**src/adci_pkg.sv**
```systemverilog
// Package: register map, field layout and timing of the converter control block
package adci_pkg;
  localparam logic [11:0] ADCI_OFF_CONTROL     = 12'h344;
  localparam logic [11:0] ADCI_OFF_RESULT_HIGH = 12'h348;
  localparam logic [11:0] ADCI_OFF_RESULT_LOW  = 12'h34C;
  localparam logic [11:0] ADCI_OFF_IRQ_STATUS  = 12'h380;
  localparam logic [11:0] ADCI_OFF_IRQ_MASK    = 12'h384;
  localparam logic [7:0]  ADCI_IDX_CONTROL     = 8'hD1;
  localparam logic [7:0]  ADCI_IDX_RESULT_HIGH = 8'hD2;
  localparam logic [7:0]  ADCI_IDX_RESULT_LOW  = 8'hD3;
  localparam int          ADCI_CHAN_LSB        = 4;
  localparam int          ADCI_DONE_BIT        = 3;
  localparam int          ADCI_CLKSEL_LSB      = 1;
  localparam int          ADCI_START_BIT       = 0;
  localparam logic [7:0]  ADCI_CONTROL_RESET   = 8'h00;
  localparam logic [1:0]  ADCI_DIV16           = 2'h0;
  localparam logic [1:0]  ADCI_DIV8            = 2'h1;
  localparam logic [1:0]  ADCI_DIV4            = 2'h2;
  localparam logic [1:0]  ADCI_DIV1            = 2'h3;
  localparam int          ADCI_RES_BITS        = 10;
  localparam int          ADCI_CONV_TICKS      = 12;
  typedef enum logic [2:0] {
    ADCI_IDLE = 3'b001,
    ADCI_BUSY = 3'b010,
    ADCI_DONE = 3'b100
  } adci_state_t;
endpackage

```
**src/adci_clkdiv.sv**
```systemverilog
// Conversion clock tick generator selected by the clock select code
module adci_clkdiv
  import adci_pkg::*;
(
  input  wire logic       pclk,
  input  wire logic       presetn,
  input  wire logic       run,
  input  wire logic [1:0] sel,
  output logic            tick
);
  logic [3:0] cnt_q;
  logic [3:0] last;

  always_comb begin
    unique case (sel)
      ADCI_DIV16: last = 4'hF;
      ADCI_DIV8:  last = 4'h7;
      ADCI_DIV4:  last = 4'h3;
      ADCI_DIV1:  last = 4'h0;
    endcase
  end

  // Counter parked while idle so every conversion starts phase-aligned
  always_ff @(posedge pclk or negedge presetn) begin
    if (!presetn) begin
      cnt_q <= 4'h0;
    end else if (!run || cnt_q >= last) begin
      cnt_q <= 4'h0;
    end else begin
      cnt_q <= cnt_q + 4'h1;
    end
  end

  assign tick = run && (cnt_q >= last);

  a_div_period: assert property (@(posedge pclk) disable iff (!presetn)
    (run && sel == ADCI_DIV4 && tick) ##1 (run && sel == ADCI_DIV4)[*4] |-> tick)
    else $error("divide by 4 tick spacing wrong");
endmodule

```
**src/adci_sequencer.sv**
```systemverilog
// Conversion sequencer: counts conversion clock ticks and hands back a result
module adci_sequencer
  import adci_pkg::*;
#(
  parameter int TICKS = ADCI_CONV_TICKS
) (
  input  wire logic                     pclk,
  input  wire logic                     presetn,
  input  wire logic                     start,
  input  wire logic                     tick,
  input  wire logic [ADCI_RES_BITS-1:0] sample,
  output logic                          busy,
  output logic                          done_pulse,
  output logic [ADCI_RES_BITS-1:0]      result
);
  adci_state_t state_q;
  logic [7:0]  cnt_q;

  always_ff @(posedge pclk or negedge presetn) begin
    if (!presetn) begin
      state_q <= ADCI_IDLE;
      cnt_q   <= 8'h00;
    end else begin
      unique case (state_q)
        ADCI_IDLE: if (start) begin
          state_q <= ADCI_BUSY;
          cnt_q   <= 8'h00;
        end
        ADCI_BUSY: if (!start) begin
          state_q <= ADCI_IDLE;
        end else if (tick) begin
          if (cnt_q == 8'(TICKS - 1)) begin
            state_q <= ADCI_DONE;
          end
          cnt_q <= cnt_q + 8'h01;
        end
        ADCI_DONE: state_q <= ADCI_IDLE;
        default:   state_q <= ADCI_IDLE;
      endcase
    end
  end

  // Sample captured at the last tick, result presented with the done pulse
  always_ff @(posedge pclk or negedge presetn) begin
    if (!presetn) begin
      result <= '0;
    end else if (state_q == ADCI_BUSY && tick && cnt_q == 8'(TICKS - 1)) begin
      result <= sample;
    end
  end

  assign busy       = (state_q == ADCI_BUSY);
  assign done_pulse = (state_q == ADCI_DONE);
endmodule

```
**src/adci_top.sv**
```systemverilog
// Converter control block: APB registers, conversion control and interrupt
module adci_top
  import adci_pkg::*;
#(
  parameter int TICKS = ADCI_CONV_TICKS
) (
  input  wire logic                     pclk,
  input  wire logic                     presetn,
  input  wire logic                     psel,
  input  wire logic                     penable,
  input  wire logic                     pwrite,
  input  wire logic [11:0]              paddr,
  input  wire logic [31:0]              pwdata,
  input  wire logic [3:0]               pstrb,
  output logic [31:0]                   prdata,
  output logic                          pready,
  output logic                          pslverr,
  input  wire logic [ADCI_RES_BITS-1:0] core_sample,
  output logic [3:0]                    channel_select,
  output logic                          converter_enable,
  output logic                          irq
);
  logic [3:0]               chan_q;
  logic [1:0]               clksel_q;
  logic                     start_q;
  logic                     done_q;
  logic [7:0]               result_high_q;
  logic [7:0]               result_low_q;
  logic                     irq_status_q;
  logic                     irq_mask_q;
  logic                     wr_en;
  logic                     rd_en;
  logic                     tick;
  logic                     busy;
  logic                     done_pulse;
  logic [ADCI_RES_BITS-1:0] result;
  logic [31:0]              prdata_d;
  logic                     mapped;

  function automatic logic addr_hit(input logic [11:0] a);
    addr_hit = (a == ADCI_OFF_CONTROL) || (a == ADCI_OFF_RESULT_HIGH) || (a == ADCI_OFF_RESULT_LOW)
            || (a == ADCI_OFF_IRQ_STATUS) || (a == ADCI_OFF_IRQ_MASK);
  endfunction

  assign mapped  = addr_hit(paddr);
  assign pready  = 1'b1;
  assign pslverr = psel && penable && !mapped;
  assign wr_en   = psel && penable && pwrite && mapped && pstrb[0];
  assign rd_en   = psel && penable && !pwrite;

  adci_clkdiv u_div (
    .pclk    (pclk),
    .presetn (presetn),
    .run     (busy),
    .sel     (clksel_q),
    .tick    (tick)
  );

  adci_sequencer #(.TICKS(TICKS)) u_seq (
    .pclk       (pclk),
    .presetn    (presetn),
    .start      (start_q),
    .tick       (tick),
    .sample     (core_sample),
    .busy       (busy),
    .done_pulse (done_pulse),
    .result     (result)
  );

  // Control fields; start bit self-clears when the conversion finishes
  always_ff @(posedge pclk or negedge presetn) begin
    if (!presetn) begin
      chan_q   <= ADCI_CONTROL_RESET[ADCI_CHAN_LSB +: 4];
      clksel_q <= ADCI_CONTROL_RESET[ADCI_CLKSEL_LSB +: 2];
      start_q  <= ADCI_CONTROL_RESET[ADCI_START_BIT];
    end else begin
      if (wr_en && paddr == ADCI_OFF_CONTROL) begin
        chan_q   <= pwdata[ADCI_CHAN_LSB +: 4];
        clksel_q <= pwdata[ADCI_CLKSEL_LSB +: 2];
        start_q  <= pwdata[ADCI_START_BIT];
      end else if (done_pulse) begin
        start_q <= 1'b0;
      end
    end
  end

  // Done flag clears on a fresh start and is never written directly
  always_ff @(posedge pclk or negedge presetn) begin
    if (!presetn) begin
      done_q <= ADCI_CONTROL_RESET[ADCI_DONE_BIT];
    end else if (done_pulse) begin
      done_q <= 1'b1;
    end else if (wr_en && paddr == ADCI_OFF_CONTROL && pwdata[ADCI_START_BIT]) begin
      done_q <= 1'b0;
    end
  end

  // Both bytes load together so a read after done is coherent
  always_ff @(posedge pclk or negedge presetn) begin
    if (!presetn) begin
      result_high_q <= 8'h00;
      result_low_q  <= 8'h00;
    end else if (done_pulse) begin
      result_high_q <= 8'(result >> 2);
      result_low_q  <= {6'h00, result[1:0]};
    end
  end

  // Sticky completion status, write one to clear; a new event wins
  always_ff @(posedge pclk or negedge presetn) begin
    if (!presetn) begin
      irq_status_q <= 1'b0;
    end else if (done_pulse) begin
      irq_status_q <= 1'b1;
    end else if (wr_en && paddr == ADCI_OFF_IRQ_STATUS && pwdata[0]) begin
      irq_status_q <= 1'b0;
    end
  end

  always_ff @(posedge pclk or negedge presetn) begin
    if (!presetn) begin
      irq_mask_q <= 1'b0;
    end else if (wr_en && paddr == ADCI_OFF_IRQ_MASK) begin
      irq_mask_q <= pwdata[0];
    end
  end

  always_comb begin
    prdata_d = 32'h0000_0000;
    unique case (paddr)
      ADCI_OFF_CONTROL:     prdata_d[7:0] = {chan_q, done_q, clksel_q, start_q};
      ADCI_OFF_RESULT_HIGH: prdata_d[7:0] = result_high_q;
      ADCI_OFF_RESULT_LOW:  prdata_d[7:0] = result_low_q;
      ADCI_OFF_IRQ_STATUS:  prdata_d[0]   = irq_status_q;
      ADCI_OFF_IRQ_MASK:    prdata_d[0]   = irq_mask_q;
      default:              prdata_d      = 32'h0000_0000;
    endcase
  end

  // Read data registered in the setup cycle, valid in the access phase
  always_ff @(posedge pclk or negedge presetn) begin
    if (!presetn) begin
      prdata <= 32'h0000_0000;
    end else if (psel && !penable && !pwrite) begin
      prdata <= prdata_d;
    end
  end

  assign channel_select   = chan_q;
  assign converter_enable = start_q;
  assign irq              = irq_status_q && irq_mask_q;

  a_done_loads_result: assert property (@(posedge pclk) disable iff (!presetn)
    done_pulse |=> done_q && result_high_q == 8'($past(result) >> 2)
      && result_low_q[1:0] == $past(result[1:0]))
    else $error("result not loaded with done flag");

  a_start_self_clear: assert property (@(posedge pclk) disable iff (!presetn)
    done_pulse && !(wr_en && paddr == ADCI_OFF_CONTROL) |=> !start_q)
    else $error("start bit did not self-clear");

  a_start_write: assert property (@(posedge pclk) disable iff (!presetn)
    wr_en && paddr == ADCI_OFF_CONTROL |=> start_q == $past(pwdata[0]) && chan_q == $past(pwdata[7:4]))
    else $error("control write not stored");

  a_done_readonly: assert property (@(posedge pclk) disable iff (!presetn)
    wr_en && paddr == ADCI_OFF_CONTROL && !pwdata[0] && !done_pulse |=> done_q == $past(done_q))
    else $error("done flag changed by write");

  a_result_ro: assert property (@(posedge pclk) disable iff (!presetn)
    wr_en && paddr == ADCI_OFF_RESULT_HIGH && !done_pulse |=> $stable(result_high_q))
    else $error("result high changed by write");

  a_chan_out: assert property (@(posedge pclk) disable iff (!presetn)
    channel_select == chan_q && chan_q == prdata_d[7:4] || paddr != ADCI_OFF_CONTROL)
    else $error("channel mismatch");

  a_disable_stops: assert property (@(posedge pclk) disable iff (!presetn)
    !start_q ##1 !start_q |-> !busy)
    else $error("converter busy while disabled");

  a_reset_zero: assert property (@(posedge pclk)
    $rose(presetn) |-> chan_q == 4'h0 && clksel_q == 2'h0 && !done_q && !start_q)
    else $error("control not zero after reset");
endmodule
```
**config.mk**
```make
export PLATFORM = sky130hd
export DESIGN_NAME = adci_top
export DESIGN_NICKNAME = d
export VERILOG_FILES = /design/src/adci_pkg.sv /design/src/adci_clkdiv.sv /design/src/adci_sequencer.sv /design/src/adci_top.sv
export SDC_FILE = /design/constraint.sdc
export NUM_CORES = 1
export LEC_CHECK = 0
export BUFFER_PORTS_ARGS = -buffer_cell sky130_fd_sc_hd__buf_2
export CAP_MARGIN = 0
export CORE_MARGIN = 2
export CORE_UTILIZATION = 30
export CTS_CLUSTER_DIAMETER = 100
export DETAILED_ROUTE_END_ITERATION = 16
export PLACE_DENSITY = 0.53
export RECOVER_POWER = 100
export SLEW_MARGIN = 20
export SYNTH_ARGS = -nofsm -noshare
export SYNTH_HDL_FRONTEND = slang
export SYNTH_HIERARCHICAL = 1
export SYNTH_SLANG_ARGS = --single-unit
```
**constraint.sdc**
```tcl
create_clock -name pclk -period 6.41 [get_ports pclk]
set_clock_uncertainty 0.2 [all_clocks]
set_input_delay 0.641 -clock pclk [delete_from_list [all_inputs] [get_ports pclk]]
set_output_delay 0.641 -clock pclk [all_outputs]
set_load 0.1 [all_outputs]
```
* Yosys cells after proc, flatten, opt, wreduce, memory -nomap -nowiden
Cells that the tools add are included.
Storage, ports and cells: flip-flop bits (word level) 53, bits in read-only memories 0, word-level logic and storage cells 84, RAM bits 0, memories 0, latch bits 0, output and inout bits 40, input port bits 63
Cells by class: reductions and logical operators 32, $mul 0, muxes and demuxes 19, equal/unequal tests 17, $add $sub $neg 2, bitwise gates (word level) 0, shift operators 0, div/mod/pow operators 0, order comparisons 1
Operator list (number):
- $eq A12 B10 Y1 const B | 5
- $mux W8 | 3
- $pmux W7 S3 | 1
- $logic_and A1 B1 Y1 | 16
- $pmux W4 S4 | 1
- $pmux W8 S2 | 1
- $mux W3 | 4
- $add A8 B1 Y8 const B | 1
- $eq A8 B4 Y1 const B | 1
- $reduce_bool A2 Y1 | 4
- $mux W1 | 6
- $ne A3 B2 Y1 const B | 2
- $pmux W3 S2 | 1
- $logic_or A1 B1 Y1 | 5
- $pmux W1 S5 | 1
- $add A4 B1 Y4 const B | 1
- $eq A2 B2 Y1 const B | 2
- $ge A4 B4 Y1 | 1
- $logic_not A1 Y1 | 4
- $mux W4 | 1
- $ne A2 B2 Y1 const B | 2
- $reduce_and A4 Y1 | 1
- $eq A3 B1 Y1 const B | 1
- $eq A3 B2 Y1 const B | 1
- 5 further kinds | 5

* Depth between registers and ports, before layout
depth in word-level cells 11, gate-level depth with buffers 10, mapped depth without buffers 9

* By module
Netlist, hierarchy kept.
Modules (own cells, without submodules):
- adci_top | seq. area each 700.7 µm², cells each 130, area an instance 1522.7 µm², instances 1
- adci_sequencer | seq. area each 526.8 µm², cells each 83, area an instance 1063.5 µm², instances 1
- adci_clkdiv | seq. area each 100.1 µm², cells each 28, area an instance 276.5 µm², instances 1

* Least setup slack after synthesis
OpenSTA, ideal clock, no wires.
kind input to output, start in paddr[1], end out pslverr, data arrival time 1864 ps, path slack 3705 ps, required time 5569 ps, buffers on the path 0, stages 3, cell sequence nor4_2 -> nand2_1 -> o211a_1
On the way: cells in the longest elaborated chain, start to end 7, elaborated cells on any way between the ends 11, those cells by class 5 x eq/ne; 6 x reduce/logical
RTL lines:
- start, declared | line adci_top.sv:12 | input wire logic [11:0] paddr,
- $eq A12 B10 Y1 | line adci_top.sv:41 | addr_hit = (a == ADCI_OFF_CONTROL) || (a == ADCI_OFF_RESULT_HIGH) || (a == ADCI_OFF_RESULT_LOW)
- $logic_or A1 B1 Y1 (2 in series) | line adci_top.sv:41
- $logic_or A1 B1 Y1 | line adci_top.sv:42 | || (a == ADCI_OFF_IRQ_STATUS) || (a == ADCI_OFF_IRQ_MASK);
- $logic_or A1 B1 Y1 * | line adci_top.sv:42
- $logic_not A1 Y1 * | line adci_top.sv:47 | assign pslverr = psel && penable && !mapped;
- $logic_and A1 B1 Y1 * | line adci_top.sv:47
- end, declared | line adci_top.sv:17 | output logic pslverr,
Mark *: on every way between the ends. The rest lies on a longest branch, timed or not.

* Worst setup path after layout
Ends and elaborated chain as after synthesis.

==> flow_metrics.tcl <==
set metrics [dict create \
    outcome "finished with violations" \
    violations "capacitance limit, slew limit" \
    cts_hold_buffers 0 \
    slew_headroom_pct -92.64 \
    path_max_fanout 9 \
    die_h_um 101.7 \
    p_leak_nw 1.441 \
    async_flop_share_pct 100.0 \
    ys_seq_area_share_pct 46.37 \
    synth_edf_count 0 \
    drt-initial-drc-count 82 \
    first_pass_iters 4 \
    ioPinCount 103 \
    worstSetupPathType "in2out" \
    gp_congestion 0.7537 \
    cts_tree "done" \
    syn_area_per_cell_um2 11.88 \
    period_needed_ps 3366 \
    slew_violations 70 \
    r2r_cells 8 \
    dpl_worst_slack_ps 3433 \
    clk_pin_slew_ps 100 \
    portBuffers 49 \
    fin_crit_sh_pct 52.52 \
    hpwl_um 4134 \
    viasPerCell 4.560 \
    cts_buffers 5 \
    drc_errors 0 \
    fin_nets 357 \
    crit_required_ps 5570 \
    arrival_ps 2530 \
    synth_seq_cells 53 \
    worstMarginPinSlew_ps 2890 \
    hold_class "reg2reg" \
    worstSetupEndpointType "output port" \
    grt_pass1_vias 1709 \
    antenna_found_initial 0 \
    max_freq_mhz 297.1 \
    syn_to_final_growth_pct 9.266 \
    fin_cells 418 \
    wire_per_inst_um 13.41 \
    post_cts_buffers 0 \
    post_cts_resized 0 \
    wl_um 5606 \
    vias 1906 \
    dieArea_um2 10340 \
    synth.top_cell.area_share_pct 45.45 \
    synthCells 241 \
    grt_max_degree 54 \
    start_util_pct 30.98 \
    cts-root-buf "clkbuf_8" \
    core_um2 9240 \
    nFillCells 969 \
    die_w_um 101.7 \
    setup.worst_path.start_class "input port" \
    setup_viol 0 \
    hold_slack_ps 287.3 \
    clk_latency_ps 300 \
    setup_slack_ps 3044 \
    tns_ps 0 \
    cts.sinks 53 \
    ys.warnings.count 6 \
    dp_cells 410 \
    ir_worst_vdd_mv 0.08117 \
    drive_gt1_share_pct 25.26 \
    maxCapViolCount 2 \
    cts_max_level 2 \
    antenna_cells 0 \
    core.rowCount 35 \
    layout_common_cells "dfrtp_1, buf_2, conb_1" \
    min_path_cells 2 \
    track_usage_pct 10.88 \
    synthTopCellsByArea "dfrtp_1, mux2_2, buf_4" \
    grt_overflow_total 0 \
    synth_largest_area_cell "dfrtp_1" \
    hold_viol 0 \
    synth-main-ff-cell "dfrtp_1" \
    rsz0062_at_grt "false" \
    syn_area_um2 2863 \
    drt.antenna.violating_nets 0 \
    grt_pass1_wl_um 8825 \
    final_common_cell "dfrtp_1" \
    pwr_density_cell_nw_per_um2 198.0 \
    cts_max_path_buffers 2 \
    synth_cell_types 61 \
]
per-layer routing:
metal / wire length [um] / track usage (%) / share of wire [%] / vias up
met5: 0 / 0 / 0 / -
met4: 48 / 3.742 / 0.86 / 0
met3: 324 / 2.139 / 5.8 / 2
met2: 2503 / 15.89 / 45 / 58
met1: 2729 / 16.03 / 49 / 919
li1: - / - / - / 927
logic make-up after synthesis:
family,share of synthesized area [%]
AO/OA/AOI/OAI,11.23
XOR/XNOR,0.6120
adder cells (fa/ha/maj),2.622
buffers and inverters,9.266
flip-flops,46.37
multiplexers,13.77
other,0.2623
AND/OR/NAND/NOR,15.87
stage by stage:
stage | utilization, % | total power, mW | cell area (um^2)
6_report | 33.85 | 0.6193 | 3128
5_1_grt | 33.85 | 0.6534 | 3128
3_3_place_gp | 33.83 | 0.4437 | 3126
3_5_place_dp | 33.83 | 0.4444 | 3126
4_1_cts | 34.76 | 0.6376 | 3212
2_1_floorplan | - | 0.4352 | 2949
cells in the mapped netlist (all sizes together), types with 5 or more instances:
library cell,instances
buf,30
o31ai,8
nor2,6
inv,6
dfrtp,52
a22oi,7
ha,6
nand2,12
nor2b,6
nor3b,6
nand4,5
mux2,32
critical path: stages:
cell	delay (ps)
buf_2	90
nor4_1	610
nand2_1	370
o211a_1	310
clkbuf_1	500
report_power, final:
group	switching, mW	internal, mW
Clock	0.107	0.0781
Sequential	0.00177	0.337
Combinational	0.0822	0.0125
area by class of cell:
| class | count | area, um^2 | share of cell area, % |
|---|---|---|---|
| well taps | 129 | 161.4 | 5.160 |
| multi-input cells | 172 | 1300 | 41.56 |
| inverters | 6 | 22.52 | 0.7200 |
| clock buffers | 6 | 72.57 | 2.320 |
| clock inverters | 2 | 13.76 | 0.4400 |
| repair buffers | 50 | 230.2 | 7.360 |
| flip-flops and latches | 53 | 1328 | 42.44 |
final timing paths:
kind,from,to,slack (ps)
max,paddr[1],pslverr,3040
min reg2reg,prdata[2],prdata[2],290
max reg2reg,clksel_q[1],u_seq/result[7],3400
min,prdata[2],prdata[2],290
min in group asynchronous,presetn,u_seq/cnt_q[5],1160
max in group asynchronous,presetn,u_seq/state_q[2],3210
flip-flops by register name (all words and copies together), names as in the netlist:
register          cells
done_q                1
result_low_q          2
converter_enable      1
u_div/cnt_q           4
irq_mask_q            1
u_seq/state_q         3
prdata                8
u_seq/result         10
u_seq/cnt_q           8
irq_status_q          1
clksel_q              2
channel_select        4
result_high_q         8
Power figures use the tool's default switching activity.
